<file path="config.mk">
export PLATFORM = sky130hd
export DESIGN_NAME = spi_status_slave_select
export DESIGN_NICKNAME = d
export VERILOG_FILES = /design/src/verilog/spi_pkg.sv /design/src/verilog/spi_status_slave_select.sv
export SDC_FILE = /design/constraint.sdc
export NUM_CORES = 1
export LEC_CHECK = 0
export BUFFER_PORTS_ARGS = -buffer_cell sky130_fd_sc_hd__buf_2
export CAP_MARGIN = 40
export CORE_UTILIZATION = 33
export DETAILED_ROUTE_END_ITERATION = 16
export PLACE_DENSITY_LB_ADDON = 0.2
export SLEW_MARGIN = 25
export SYNTH_ARGS = -nofsm -noshare
export SYNTH_HDL_FRONTEND = slang
export SYNTH_SLANG_ARGS = --single-unit
</file>
<file path="constraint.sdc">
create_clock -name clk -period 1.7 [get_ports clk]
set_input_delay 0.34 -clock clk [delete_from_list [all_inputs] [get_ports clk]]
set_output_delay 0.34 -clock clk [all_outputs]
set_load 0.01 [all_outputs]
</file>
<file path="src/verilog/spi_pkg.sv">
// constants, field layout and carrier types of the serial status and select block
// How it works
// [RULE1] select-manage bit replaces pin with soft level
// [RULE2] soft level 0 selects, 1 deselects
// [RULE3] master keeps internal select high throughout
// [RULE4] phase-1 slave: select low whole message
// [RULE5] phase-0 slave: raise select between bytes
// [RULE6] wait mode leaves the unit running
// [RULE7] halt freezes unit and registers; a slave selected at halt entry keeps shifting
// [RULE8] slave done wakes halt; fault never does
// [RULE9] after halt wake run one spare transfer
// [RULE10] three events share one masked enable
// [RULE11] done flag: set, cleared status-then-data
// [RULE12] data writes blocked until status read
// [RULE13] write during transfer sets collision flag
// [RULE14] done while flag set raises overrun
// [RULE15] several unread transfers also raise overrun
// [RULE16] master select low sets fault flag
// [RULE17] output-disable releases the data output
// [RULE18] status register resets zero, bit3 reserved
// [RULE19] master data write starts a byte
// [RULE20] received byte copied to readable buffer
// [RULE21] data write loads shift register directly
// [RULE22] separate control register holds mode bits
package spi_pkg;
    localparam logic [1:0] ADDR_CTRL   = 2'h0;
    localparam logic [1:0] ADDR_CSR    = 2'h1;
    localparam logic [1:0] ADDR_DATA   = 2'h2;
    localparam int         CSR_DONE    = 7;
    localparam int         CSR_WRITE_COLLISION_FLAG    = 6;
    localparam int         CSR_OVR     = 5;
    localparam int         CSR_FAULT   = 4;
    localparam int         CSR_ODIS    = 2;
    localparam int         CSR_SSM     = 1;
    localparam int         CSR_SSI     = 0;
    localparam int         CTRL_IE     = 7;
    localparam int         CTRL_EN     = 6;
    localparam int         CTRL_MSTR   = 4;
    localparam int         CTRL_CPOL   = 3;
    localparam int         CTRL_CPHA   = 2;
    localparam logic [7:0] CSR_RESET   = 8'h00;
    localparam logic [7:0] CTRL_RESET  = 8'h00;
    localparam logic [2:0] BIT_LAST    = 3'h7;
    localparam logic [3:0] EDGE_LAST   = 4'hf;
    localparam int         SCK_HALF_DEF = 4;

    // one register access from software
    typedef struct packed {
        logic       wr;
        logic       rd;
        logic [1:0] addr;
        logic [7:0] wdata;
    } reg_req_s;

    // the three serial lines, used for levels, drives and enables
    typedef struct packed {
        logic sck;
        logic mosi;
        logic miso;
    } line_s;
endpackage

</file>
<file path="src/verilog/spi_status_slave_select.sv">
// serial unit with status flags, select management, receive buffer and halt wake
`timescale 1ns/1ps
module spi_status_slave_select
    import spi_pkg::*;
#(
    parameter int SCK_HALF = SCK_HALF_DEF
) (
    input  wire logic       clk,
    input  wire logic       rstn,
    input  wire reg_req_s   req,
    output logic [7:0]      rdata,
    input  wire logic       cpu_irq_mask,
    input  wire logic       halt_mode,
    output logic            irq,
    output logic            halt_wake,
    input  wire line_s      pin_in,
    input  wire logic       ss_pin_n,
    output line_s           pin_out,
    output line_s           pin_oe
);

    localparam int DW = (SCK_HALF < 2) ? 1 : $clog2(SCK_HALF);
    localparam logic [DW-1:0] HALF_LAST = DW'(SCK_HALF - 1);

    if (SCK_HALF < 2) begin : g_bad_half
        $error("SCK_HALF must be at least 2");
    end

    ////////////////////////////////////////////////////////////////////////
    // declarations

    logic          unit_enable;
    logic          master_mode;
    logic          clk_pol;
    logic          clk_pha;
    logic          shared_irq_enable;
    logic          xfer_done_flag;
    logic          write_collision_flag;
    logic          overrun_flag;
    logic          master_fault_flag;
    logic          output_disable;
    logic          select_soft_manage;
    logic          soft_select_level;
    logic          csr_seen;
    logic          fault_seen;
    line_s         sync1;
    line_s         sync2;
    logic          ss1_n;
    logic          ss2_n;
    logic          sck_prev;
    logic          m_busy;
    logic          m_sck;
    logic [DW-1:0] div_cnt;
    logic [3:0]    edge_cnt;
    logic [7:0]    shreg;
    logic [7:0]    rx_buf;
    logic [2:0]    bit_cnt;
    logic          dout;
    logic          halt_prev;
    logic          halt_slave_ok;
    logic [7:0]    next_rdata;

    logic ss_int_n;
    logic run;
    logic slave_act;
    logic s_lead;
    logic s_trail;
    logic half_tick;
    logic lead;
    logic trail;
    logic sample_ev;
    logic shift_ev;
    logic in_bit;
    logic done_ev;
    logic bus_ok;
    logic wr_dr;
    logic rd_dr;
    logic rd_csr;
    logic wr_csr;
    logic wr_ctrl;
    logic busy_tx;
    logic dr_blocked;
    logic load_ok;
    logic collide;
    logic m_start;
    logic seq_clear;
    logic fault_ev;

    ////////////////////////////////////////////////////////////////////////
    // pin synchronisers, two stages before any use

    always_ff @(posedge clk) begin
        if (!rstn) begin
            sync1 <= '0;
            sync2 <= '0;
            ss1_n <= 1'b1;
            ss2_n <= 1'b1;
        end else begin
            sync1 <= pin_in;
            sync2 <= sync1;
            ss1_n <= ss_pin_n;
            ss2_n <= ss1_n;
        end
    end

    ////////////////////////////////////////////////////////////////////////
    // internal select, edges and bus decode

    // pin ignored under software management
    assign ss_int_n  = select_soft_manage ? soft_select_level : ss2_n; // [RULE1] [RULE2]
    // in halt only a slave selected at entry keeps shifting
    assign run       = !halt_mode || halt_slave_ok;                    // [RULE7]
    assign slave_act = unit_enable && !master_mode && !ss_int_n;
    assign s_lead    = slave_act && (sync2.sck != sck_prev) && (sync2.sck != clk_pol);
    assign s_trail   = slave_act && (sync2.sck != sck_prev) && (sync2.sck == clk_pol);
    assign half_tick = m_busy && (div_cnt == HALF_LAST);
    assign lead      = master_mode ? (half_tick && m_sck == clk_pol) : s_lead;
    assign trail     = master_mode ? (half_tick && m_sck != clk_pol) : s_trail;
    assign sample_ev = clk_pha ? trail : lead;
    assign shift_ev  = clk_pha ? lead : trail;
    assign in_bit    = master_mode ? sync2.miso : sync2.mosi;
    assign done_ev   = run && sample_ev && (bit_cnt == BIT_LAST);

    // the cpu is stopped in halt, so no access is taken then
    assign bus_ok  = !halt_mode;
    assign wr_dr   = bus_ok && req.wr && (req.addr == ADDR_DATA);
    assign rd_dr   = bus_ok && req.rd && (req.addr == ADDR_DATA);
    assign rd_csr  = bus_ok && req.rd && (req.addr == ADDR_CSR);
    assign wr_csr  = bus_ok && req.wr && (req.addr == ADDR_CSR);
    assign wr_ctrl = bus_ok && req.wr && (req.addr == ADDR_CTRL);

    // phase 0 slave counts as busy for the whole select-low time
    assign busy_tx    = master_mode ? m_busy
                      : (slave_act && (!clk_pha || bit_cnt != 3'h0)); // [RULE5] [RULE4]
    assign dr_blocked = xfer_done_flag && !csr_seen;                  // [RULE12]
    assign load_ok    = wr_dr && !dr_blocked && !busy_tx && unit_enable;
    assign collide    = wr_dr && !dr_blocked && busy_tx;              // [RULE13]
    assign m_start    = load_ok && master_mode;                       // [RULE19]
    assign seq_clear  = (rd_dr || wr_dr) && csr_seen;                 // [RULE11]
    // master expects the select high; low is a fault
    assign fault_ev   = unit_enable && master_mode && !ss_int_n;      // [RULE3] [RULE16]

    ////////////////////////////////////////////////////////////////////////
    // control register, separate from status

    always_ff @(posedge clk) begin
        if (!rstn) begin
            shared_irq_enable <= CTRL_RESET[CTRL_IE];
            unit_enable       <= CTRL_RESET[CTRL_EN];
            master_mode       <= CTRL_RESET[CTRL_MSTR];
            clk_pol           <= CTRL_RESET[CTRL_CPOL];
            clk_pha           <= CTRL_RESET[CTRL_CPHA];
        end else if (wr_ctrl) begin                                   // [RULE22]
            shared_irq_enable <= req.wdata[CTRL_IE];
            unit_enable       <= req.wdata[CTRL_EN];
            master_mode       <= req.wdata[CTRL_MSTR];
            clk_pol           <= req.wdata[CTRL_CPOL];
            clk_pha           <= req.wdata[CTRL_CPHA];
        end
    end

    // software bits of the status register, reserved bit not stored
    always_ff @(posedge clk) begin
        if (!rstn) begin
            output_disable     <= CSR_RESET[CSR_ODIS];                // [RULE18]
            select_soft_manage <= CSR_RESET[CSR_SSM];
            soft_select_level  <= CSR_RESET[CSR_SSI];
        end else if (wr_csr) begin
            output_disable     <= req.wdata[CSR_ODIS];
            select_soft_manage <= req.wdata[CSR_SSM];
            soft_select_level  <= req.wdata[CSR_SSI];
        end
    end

    ////////////////////////////////////////////////////////////////////////
    // clearing sequence trackers

    always_ff @(posedge clk) begin
        if (!rstn) begin
            csr_seen   <= 1'b0;
            fault_seen <= 1'b0;
        end else begin
            if (rd_dr || wr_dr) begin
                csr_seen <= 1'b0;
            end
            if (rd_csr) begin
                csr_seen <= 1'b1;
            end
            if (wr_ctrl) begin
                fault_seen <= 1'b0;
            end else if (rd_csr && master_fault_flag) begin
                fault_seen <= 1'b1;
            end
        end
    end

    ////////////////////////////////////////////////////////////////////////
    // hardware flags, set wins over clear

    always_ff @(posedge clk) begin
        if (!rstn) begin
            xfer_done_flag       <= CSR_RESET[CSR_DONE];              // [RULE18]
            write_collision_flag <= CSR_RESET[CSR_WRITE_COLLISION_FLAG];
            overrun_flag         <= CSR_RESET[CSR_OVR];
            master_fault_flag    <= CSR_RESET[CSR_FAULT];
        end else begin
            if (seq_clear) begin
                xfer_done_flag       <= 1'b0;                         // [RULE11]
                write_collision_flag <= 1'b0;
            end
            if (done_ev) begin
                xfer_done_flag <= 1'b1;                               // [RULE11]
            end
            if (collide) begin
                write_collision_flag <= 1'b1;                         // [RULE13] [RULE5]
            end
            if (rd_csr) begin
                overrun_flag <= 1'b0;                                 // [RULE14]
            end
            if (done_ev && xfer_done_flag) begin
                overrun_flag <= 1'b1;                                 // [RULE14] [RULE15]
            end
            if (wr_ctrl && fault_seen) begin
                master_fault_flag <= 1'b0;                            // [RULE16]
            end
            if (fault_ev && !halt_mode) begin
                master_fault_flag <= 1'b1;                            // [RULE16]
            end
        end
    end

    ////////////////////////////////////////////////////////////////////////
    // master clock generator

    always_ff @(posedge clk) begin
        if (!rstn) begin
            m_busy   <= 1'b0;
            m_sck    <= 1'b0;
            div_cnt  <= '0;
            edge_cnt <= 4'h0;
            sck_prev <= 1'b0;
        end else if (!halt_mode) begin                                // [RULE7]
            sck_prev <= sync2.sck;
            if (!unit_enable || !master_mode) begin
                m_busy <= 1'b0;
                m_sck  <= clk_pol;
            end else if (m_start) begin                               // [RULE19]
                m_busy   <= 1'b1;
                div_cnt  <= '0;
                edge_cnt <= 4'h0;
            end else if (m_busy) begin
                div_cnt <= half_tick ? '0 : div_cnt + 1'b1;
                if (half_tick) begin
                    m_sck    <= !m_sck;
                    edge_cnt <= edge_cnt + 4'h1;
                    if (edge_cnt == EDGE_LAST) begin
                        m_busy <= 1'b0;
                    end
                end
            end else begin
                m_sck <= clk_pol;
            end
        end else begin
            sck_prev <= sync2.sck;
        end
    end

    ////////////////////////////////////////////////////////////////////////
    // shift register, receive buffer and output bit

    always_ff @(posedge clk) begin
        if (!rstn) begin
            shreg   <= 8'h00;
            rx_buf  <= 8'h00;
            bit_cnt <= 3'h0;
            dout    <= 1'b0;
        end else if (run) begin                                       // [RULE7] [RULE6]
            if (load_ok) begin
                shreg   <= req.wdata;                                 // [RULE21]
                dout    <= req.wdata[7];
                bit_cnt <= 3'h0;
            end else if (!master_mode && ss_int_n) begin
                bit_cnt <= 3'h0;                                      // [RULE5]
                dout    <= shreg[7];
            end else begin
                if (sample_ev) begin
                    shreg   <= {shreg[6:0], in_bit};
                    bit_cnt <= bit_cnt + 3'h1;
                end
                if (done_ev) begin
                    rx_buf <= {shreg[6:0], in_bit};                   // [RULE20]
                end
                if (shift_ev) begin
                    dout <= shreg[7];
                end
            end
        end
    end

    ////////////////////////////////////////////////////////////////////////
    // halt entry capture and wake request

    always_ff @(posedge clk) begin
        if (!rstn) begin
            halt_prev     <= 1'b0;
            halt_slave_ok <= 1'b0;
            halt_wake     <= 1'b0;
        end else begin
            halt_prev <= halt_mode;
            if (!halt_mode) begin
                halt_slave_ok <= 1'b0;
            end else if (!halt_prev) begin
                halt_slave_ok <= slave_act;                           // [RULE8]
            end
            // only a completed transfer wakes, never a fault
            halt_wake <= halt_mode && halt_slave_ok && shared_irq_enable
                         && xfer_done_flag;                           // [RULE8]
        end
    end

    // one shared request, not gated by wait
    always_ff @(posedge clk) begin
        if (!rstn) begin
            irq <= 1'b0;
        end else begin
            irq <= shared_irq_enable && !cpu_irq_mask
                   && (xfer_done_flag || overrun_flag || master_fault_flag); // [RULE10] [RULE6]
        end
    end

    ////////////////////////////////////////////////////////////////////////
    // pin drivers

    always_ff @(posedge clk) begin
        if (!rstn) begin
            pin_out <= '0;
            pin_oe  <= '0;
        end else begin
            pin_out.sck  <= m_sck;
            pin_out.mosi <= dout;
            pin_out.miso <= dout;
            pin_oe.sck   <= unit_enable && master_mode;
            pin_oe.mosi  <= unit_enable && master_mode && !output_disable;       // [RULE17]
            pin_oe.miso  <= slave_act && !output_disable;                        // [RULE17]
        end
    end

    ////////////////////////////////////////////////////////////////////////
    // register read port, data one cycle after the strobe

    always_comb begin
        next_rdata = 8'h00;
        unique case (req.addr)
            ADDR_CTRL: next_rdata = {shared_irq_enable, unit_enable, 1'b0, master_mode,
                                     clk_pol, clk_pha, 2'b00};
            ADDR_CSR:  next_rdata = {xfer_done_flag, write_collision_flag, overrun_flag,
                                     master_fault_flag, 1'b0, output_disable,
                                     select_soft_manage, soft_select_level};
            ADDR_DATA: next_rdata = rx_buf;                           // [RULE20]
            default:   next_rdata = 8'h00;
        endcase
    end

    always_ff @(posedge clk) begin
        if (!rstn) begin
            rdata <= 8'h00;
        end else begin
            rdata <= req.rd ? next_rdata : 8'h00;
        end
    end
endmodule // spi_status_slave_select

</file>
==> results of run 1 <==
## registers in the layout, summed over array words and instances (netlist names), 2 cells and up
register  flops
rdata         8
rx_buf        8
shreg         8
edge_cnt      4
bit_cnt       3
pin_oe        3
sync1         3
sync2         3
div_cnt       2
pin_out       2
## repair_timing
| item | CTS | global route |
|---|---|---|
| resized for setup | 19 | 11 |
| pin swaps | 10 | 3 |
| buffers inserted | 4 | 1 |
| endpoints found under the setup margin | 23 | 23 |
## through the flow
stage	total power, µW	area [µm²]
floorplan	1770	3104
global placement	1875	3676
detailed placement	1875	3676
CTS	3538	4011
global route	3633	4065
finish	3504	4065
## power by group through the flow
stage	Sequential [µW]	Clock [µW]	Combinational [µW]
finish	1620	1660	225
global route	1620	1770	245
CTS	1620	1700	221
detailed placement	1660	0	215
global placement	1660	0	216
floorplan	1660	0	114
## final timing paths
path,end,depth (start not counted),startpoint
min,irq,2,cpu_irq_mask
min reg2reg,ss2_n,1,ss1_n
max reg2reg,rx_buf[2],6,select_soft_manage
max,rx_buf[2],6,select_soft_manage
## cell type report
type                    count  area [µm²]  share of cell area (%)
well taps                 108       135.1                   3.324
inverters                   6       22.52                  0.5540
clock inverters             7       123.9                   3.047
repair buffers             89       588.1                   14.47
clock buffers               9       123.9                   3.047
flip-flops and latches     68        1380                   33.95
multi-input cells         244        1692                   41.61
## kinds of logic (layout without fill, tap and decap cells)
family | after synthesis | count (layout) | share of synthesized area, %
flip-flops | 68 | 68 | 44.07
multiplexers | 24 | 24 | 8.222
buffers and inverters | 28 | 111 | 4.414
AO/OA/AOI/OAI | 65 | 65 | 15.43
adder cells (fa/ha/maj) | 5 | 5 | 2.025
XOR/XNOR | 2 | 2 | 0.5671
AND/OR/NAND/NOR | 148 | 148 | 25.27
## layout by cell type, fill, tap and decap left out, types with 2 or more instances in the layout
cell                        netlist  final
sky130_fd_sc_hd__dfxtp_2          0      6
sky130_fd_sc_hd__and3b_1          2      2
sky130_fd_sc_hd__nor3_1           5      5
sky130_fd_sc_hd__nand2b_1         6      6
sky130_fd_sc_hd__nand3_1         18     17
sky130_fd_sc_hd__a22oi_1         13     13
sky130_fd_sc_hd__buf_6            2      2
sky130_fd_sc_hd__or4_1            2      2
sky130_fd_sc_hd__ha_1             5      4
sky130_fd_sc_hd__o21ai_0          3      3
sky130_fd_sc_hd__nand2_1         32     31
sky130_fd_sc_hd__dfxtp_4          0      3
sky130_fd_sc_hd__a21oi_1         15     14
sky130_fd_sc_hd__a21o_1           2      2
sky130_fd_sc_hd__buf_4            3     52
sky130_fd_sc_hd__nor2b_1          2      2
sky130_fd_sc_hd__dfxtp_1         68     59
sky130_fd_sc_hd__nor3b_1          2      2
sky130_fd_sc_hd__a211oi_2         1      2
sky130_fd_sc_hd__nor2_1          44     43
sky130_fd_sc_hd__clkbuf_8         0      9
sky130_fd_sc_hd__bufinv_16        0      3
sky130_fd_sc_hd__inv_1            4      4
sky130_fd_sc_hd__mux2i_1         22     22
sky130_fd_sc_hd__nand3b_1         2      2
sky130_fd_sc_hd__buf_2            4     35
sky130_fd_sc_hd__and2_1          10      9
sky130_fd_sc_hd__nand4_1         12     12
sky130_fd_sc_hd__clkinv_4         0      2
sky130_fd_sc_hd__a31oi_1         14     13
## worst reg2reg max path, cell delays in order (launching register included)
cell and delay, ns:
sky130_fd_sc_hd__dfxtp_4 0.36, sky130_fd_sc_hd__mux2i_4 0.28, sky130_fd_sc_hd__o211a_1 0.24, sky130_fd_sc_hd__buf_6 0.11, sky130_fd_sc_hd__o32a_4 0.16, sky130_fd_sc_hd__and4_4 0.35
sky130_fd_sc_hd__mux2i_1 0.20
## metal layers
layer  GRT usage, %  up-vias
met5              0        -
met4          9.644        0
met3          3.688       17
met2          26.47       74
met1          23.91     1286
li1               -     1376
==> results by stage, run 1 <==
Place:
- At the end of routability-driven placement, the weighted congestion stood at 0.8463.
- In this run, placement finished with an instance count of just over 500.
- Summed over all nets, the half-perimeter wirelength after detailed placement is 5785 µm.
- During placement, the flow inserted port buffers numbering 35.
- The worst setup timing slack at the placement stage is -0.1913 ns.

Setup path:
- The kind of start point of the critical path is a flop.
- The kind of cell adding the most delay to the critical path is multiplexers.
- The slowest stage cell on the critical path is sky130_fd_sc_hd__dfxtp_4.
- The worst setup path is captured at a flop.
- The type of the worst setup path is flop to flop.
- Data arrives at the worst endpoint at 2.05 ns.
- The slack of the worst reg-to-reg path is -0.06 ns.
- The data required time at the worst endpoint is 1.99 ns.
- The highest fanout seen on the critical path is 8.
- Traced cell by cell, the critical path runs through mux2i_4 -> o211a_1 -> buf_6 -> o32a_4 -> and4_4 -> mux2i_1.
- Counting both buffers and inverters, the worst setup path holds a total of 1.
- The maximum cell stage delay along the critical path is between 0.3 and 0.4 ns.

Synthesis:
- Summing the sequential cell areas from Yosys gives around 44% of the chip area.
- The Yosys warning count is 0.
- The count of cell types in the netlist is 59.
- Of all flip-flops after synthesis, the portion carrying an async set or reset was 0%.
- A synthesized cell averages 9.086 µm².
- The cell taking the most area after synthesis is sky130_fd_sc_hd__dfxtp_1.
- The cell count after synthesis came out at 340.
- By area the synthesized netlist is led by sky130_fd_sc_hd__dfxtp_1 44%, sky130_fd_sc_hd__mux2i_1 7.1%, sky130_fd_sc_hd__nor2_1 5.3%.
- The mapped netlist covers 0.003089 mm².
- The synthesized design contains 0 enable-type register cells.
- The register bit count reported by yosys is 68.
- The post-synth net total is ~370.
- Counting instances in the post-synthesis netlist gives the leading cell types as 68 x sky130_fd_sc_hd__dfxtp_1, 44 x sky130_fd_sc_hd__nor2_1, 32 x sky130_fd_sc_hd__nand2_1.
- The most common flop cell mapped by yosys is sky130_fd_sc_hd__dfxtp_1.
- The most common cell in the synthesized netlist is sky130_fd_sc_hd__dfxtp_1.
- In this run the biggest area consumer among cell types represents 44.07% of the synthesized area.

Detailed routing:
- Dividing the detail-routed wire length by the instance count gives approximately 15 µm.
- The met3 layer wire length in the routed design is around 300 µm.
- Wires add up to 8079 µm.
- The detailed router put a total of 4020 µm of wire on met1.
- The detail-routed via count per cell is 5.185.
- The count of nets left with antenna violations after detail routing is 0.
- The detailed-routing iteration count for the pre-antenna-repair pass is 4.
- The total via count in the routed design is 2753.
- In this run, the number of DRC markers left after iteration 0 of detailed routing was 137.
- The met2 layer wire length in the routed design is 3526 µm.
- The highest routed metal layer is met4.
- The residual DRC count is 0.

Power:
- Per report_power, the sequential group accounts for 46.2% of the total.
- The analysis attributes to net switching a power of 817.8 µW.
- The share of total power dissipated in the clock network is 47.4%.
- Net switching is 23.34% of the power.
- The analysis attributes to cell leakage a power of 0.001634 µW.
- Internal power comes to between 2000 and 3000 µW.
- The highest ir drop seen on vdd is approximately 0.00045 V.
- Of the total power, combinational logic draws between 6 and 7%.
- Dividing total power by cell area gives a power density of approximately 860 mW/mm².

Timing:
- The post-route worst hold slack is between 0.1 and 0.15 ns.
- The worst-margin pin slew is 0.4512 ns.
- The number of hold-slack violations in the final timing report was 0.
- The clock period minus worst slack is 1.759 ns.
- The total negative slack for setup checks is -0.5556 ns.
- Static timing analysis puts the maximum clock frequency at 568.5 MHz.
- The max-slew violation total from the final report is 0.
- The worst slew margin relative to its limit is 69.86%.
- The setup slack of the critical path after layout is -0.05899 ns.
- Across the routed clock network, the largest skew measured is between 0.01 and 0.015 ns.
- Setup violations remaining at the end of the flow were counted as 17.
- The post-route fraction of the period consumed by the critical path is 103.5%.
- Setup repair after global routing could not meet its margin everywhere.

Floorplanning:
- The die boundary width is roughly 99 µm.
- 36 I/O pins were placed.
- The die covers 0.009753 mm².
- Once the floorplan was initialized, standard cells occupied 34.75% of the core.
- In this run the core area contains 34 standard-cell rows.
- The area inside the core boundary is 0.008891 mm².
- The vertical die dimension is 98.76 µm.

Layout:
- Fill cells in the final layout number approximately 880.
- The fraction of final layout cells with drive strength greater than 1 is between 30% and 40%.
- The non-filler instance count after layout is 531.
- The area growth from synthesis to layout is 31.59%.
- At the end of the flow the core is filled with cells to between 40% and 50%.
- The number of antenna diodes in the final layout is 0.
- The final layout contains 443 nets.

CTS:
- The H-tree was split into 3 levels.
- Counting along the longest clock path gives a buffer depth of 2.
- After clock tree synthesis, the clock-pin slew on the worst setup and hold paths is 0.08 ns.
- The number of clock buffers added by TritonCTS is 9.
- The root cell of the clock tree is sky130_fd_sc_hd__clkbuf_8.
- The clock tree from TritonCTS is built.
- Hold repair after CTS inserted 0 buffers.
- CTS saw 68 sinks.
- Clock latency on the worst-skew pair, taken at its later pin, is 0.36 ns.

Global routing:
- The first-pass GRT wire length is 13410 µm.
- The global-route usage over all layers is 17.72%.
- Entering global routing, the biggest net connects 25 pins.
- The via count of the first global-routing pass is about 2700.
- The initial antenna violation count is 0.
- The residual overflow from global routing is 0.

Status:
- The flow ran to the end, but the final reports show violations.
- The final reports fail on setup timing.

Job:
- The number of maximum-capacitance constraint violations is 0.

Hold path:
- The type of the most critical hold path is primary input to flop.
No activity file was read; power rests on OpenSTA's default activity.
==> run 2: changes to the inputs <==
- BUFFER_PORTS_ARGS: -buffer_cell sky130_fd_sc_hd__buf_2 -> -buffer_cell sky130_fd_sc_hd__buf_4
- CORE_ASPECT_RATIO: unset -> 0.7
==> run 2 against run 1 <==
Net effect: the run still ends with setup timing left; utilization is 1.4 points higher; sequential power hardly changed; sequential share of layout area is 1.8 points lower; non-clock buffer count is 5 higher; maximum frequency is 3.9% lower; clock power is 7% higher; total power is 4.1% higher; die area hardly changed; wire length is 1.4% higher; critical path type unchanged; largest power group unchanged.
==> results by stage, run 2 (synthesis results as in run 1) <==
Layout:
- The final layout contains 448 nets.
- Leaving out fill and tap cells, the most frequent cells in the layout are 85 x sky130_fd_sc_hd__buf_4, 61 x sky130_fd_sc_hd__dfxtp_1, 44 x sky130_fd_sc_hd__nor2_1, 31 x sky130_fd_sc_hd__nand2_1, 22 x sky130_fd_sc_hd__mux2i_1.
- The filler cells instantiated in the layout total 904.
- The library cell used most frequently in the layout, excluding fill and tap cells, is sky130_fd_sc_hd__buf_4.
- The number of antenna diodes is 0.
- The multi-input combinational cells in the finished layout cover a total of around 0.0017 mm².
- The synthesis-to-layout area growth is 38.44%.
- The largest registers in the layout are rdata (8), rx_buf (8), shreg (8).
- The area taken by flip-flops and latches is 0.001375 mm².
- The non-filler instance count after layout is 552.
- The post-layout instance area is 0.004277 mm².
- Of the cells placed in the final design, the portion with a size suffix greater than 1 is 33.64%.

Floorplanning:
- The die covers 0.009758 mm².
- The die boundary width is between 100 and 150 µm.
- The region available for standard cell placement spans 0.009071 mm².
- The starting utilization of the core area is about a third.
- The die is between 80 and 90 µm tall.
- The I/O pin total is 36.
- The placement row count is 29.

Global routing:
- The first global-routing pass estimated 13410 µm of wire.
- The residual overflow from global routing is 0.
- The initial antenna violation count is 0.
- The global routing stage identified its most utilized layer as met1.
- Entering global routing, the biggest net connects 25 pins.
- Global routing used 17.79% of the available tracks across all layers.
- The met3 global-route usage is between 4 and 5%.
- The via count of the first global-routing pass is between 2000 and 3000.
- The met1 track demand over resource is 26.15%.
- Global routing used 24.60% of the available met2 tracks.

Setup path:
- STA classifies the critical path startpoint as a flop.
- The type of the worst setup path is flop to flop.
- The worst setup path is captured at a flop.
- STA puts the critical path data required time at around 2.0 ns.
- The slack of the worst reg-to-reg path is -0.13 ns.
- The highest fanout seen on the critical path is 8.
- The endpoint arrival time on the critical path is around 2.1 ns.

Detailed routing:
- The residual DRC count is 0.
- The final wirelength is 8193 µm.
- The violation count after the first detailed-route iteration is around 150.
- The first TritonRoute pass finished after 4 iterations.
- The total via count in the routed design is 2713.
- Dividing the detail-routed wire length by the instance count gives between 10 and 15 µm.
- The count of nets left with antenna violations after detail routing is 0.
- Using the TritonRoute via totals, the vias-per-cell ratio works out to 4.915.

Timing:
- The worst-margin pin slew is 0.4300 ns.
- Once routing completed, OpenROAD measured the worst setup slack at -0.1308 ns.
- For the final database, setup skew stands at 0.006413 ns.
- The max-slew violation total from the final report is 0.
- The number of hold-slack violations in the final timing report is 0.
- Setup repair after global routing could not meet its margin everywhere.
- Subtracting the final worst setup slack from the clock period gives 1.831 ns.
- Setup violations remaining at the end of the flow were counted as 22.
- The post-route worst hold slack is between 0.15 and 0.2 ns.
- The post-route fraction of the period consumed by the critical path is 107.7%.
- After routing, the total negative slack on setup checks comes to -1.611 ns.
- For this run, the top clock speed supported by timing is 546.2 MHz.
- The worst slew margin relative to its limit is a little under three quarters.

CTS:
- Clock tree synthesis selected as its root buffer the cell sky130_fd_sc_hd__clkbuf_16.
- The clock tree from TritonCTS is built.
- The clock reaches the later pin of the worst-skew pair after 0.33 ns.
- The tree built by TritonCTS fans out to 68 sinks.
- The cts-stage hold buffer count is 0.
- The post-CTS clock slew at the launch and capture registers of the worst setup and hold paths is 0.06 ns.
- The deepest level of the CTS H-tree is 3.
- The maximum count of clock buffers along a single path is 2.
- The total CTS buffers is 9.

Place:
- The cell total after placement is around 530.
- The total placed instance area is around 0.0038 mm².
- The number of port buffers is 35.
- The congestion estimate from routability-driven global placement came to ~0.83.
- The estimated wirelength of the detail-placed design is 5905 µm.

Job:
- The number of maximum-capacitance constraint violations is 0.

Power:
- IR analysis of the VDD net gives a maximum drop of 0.0005364 V.
- The analysis attributes to cell leakage a power of around 0.0017 µW.
- Dividing total power by cell area gives a power density of 852.6 mW/mm².

Hold path:
- The path class of the tightest hold or removal check is primary input to flop.

Status:
- The run finished, with violations left.
- The checks that failed: setup timing.
-- run 2: changes by cell type in the layout (fill, tap and decap cells not counted), sizes merged --
cell,previous run,this run
buf,89,94
bufinv,3,0
clkbuf,9,13
clkinv,3,2
clkinvlp,1,2
inv,6,5
-- run 2: worst paths after layout --
kind,startpoint,to,cells after the start
worst min-delay path,cpu_irq_mask,irq,2
worst max-delay path,select_soft_manage,rx_buf[2],6
worst min register to register,ss1_n,ss2_n,1
worst max register to register,select_soft_manage,rx_buf[2],6
-- run 2: where the power goes --
part / total (µW) / switching, µW / internal, µW
combinational: 250 / 133 / 117
clock: 1770 / 670 / 1100
sequential: 1620 / 11.2 / 1610
-- run 2: area by class of cell --
| cell class | count | area share, % |
|---|---|---|
| Clock buffer | 13 | 6.319 |
| Clock inverter | 3 | 0.4681 |
| Inverter | 6 | 0.5266 |
| Multi-Input combinational cell | 244 | 39.20 |
| Sequential cell | 68 | 32.15 |
| Tap cell | 124 | 3.628 |
| Timing Repair Buffer | 94 | 17.70 |
-- run 2: timing repair --
item	CTS	global route
hold endpoints to repair	0	0
setup endpoints to repair	22	26
cloned	1	0
pin swaps	9	11
buffers inserted	5	6
gates resized for setup	12	21
-- run 2: worst max-delay path, cell delays in order, from the launching register on --
cell and delay, ns:
sky130_fd_sc_hd__dfxtp_2 0.36, sky130_fd_sc_hd__mux2i_4 0.34, sky130_fd_sc_hd__o211a_1 0.26, sky130_fd_sc_hd__buf_6 0.11
sky130_fd_sc_hd__o32a_4 0.15, sky130_fd_sc_hd__and4_4 0.32, sky130_fd_sc_hd__mux2i_1 0.21
-- run 2: metrics by stage --
step / power (µW) / util (%) / worst slack, ns
floorplan: 1770 / - / -0.01184
global placement: 1891 / 42.12 / -0.1697
global route: 3780 / 47.14 / -0.1976
CTS: 3675 / 45.79 / -0.1444
finish: 3646 / 47.14 / -0.1308
detailed placement: 1893 / 42.12 / -0.2165
-- run 2: metal layers --
metal	vias up	share of wire, %	wire length [µm]
met5	-	0	0
met4	0	0.66	54
met3	3	5.9	482
met2	74	41	3353
met1	1243	53	4303
li1	1393	-	-
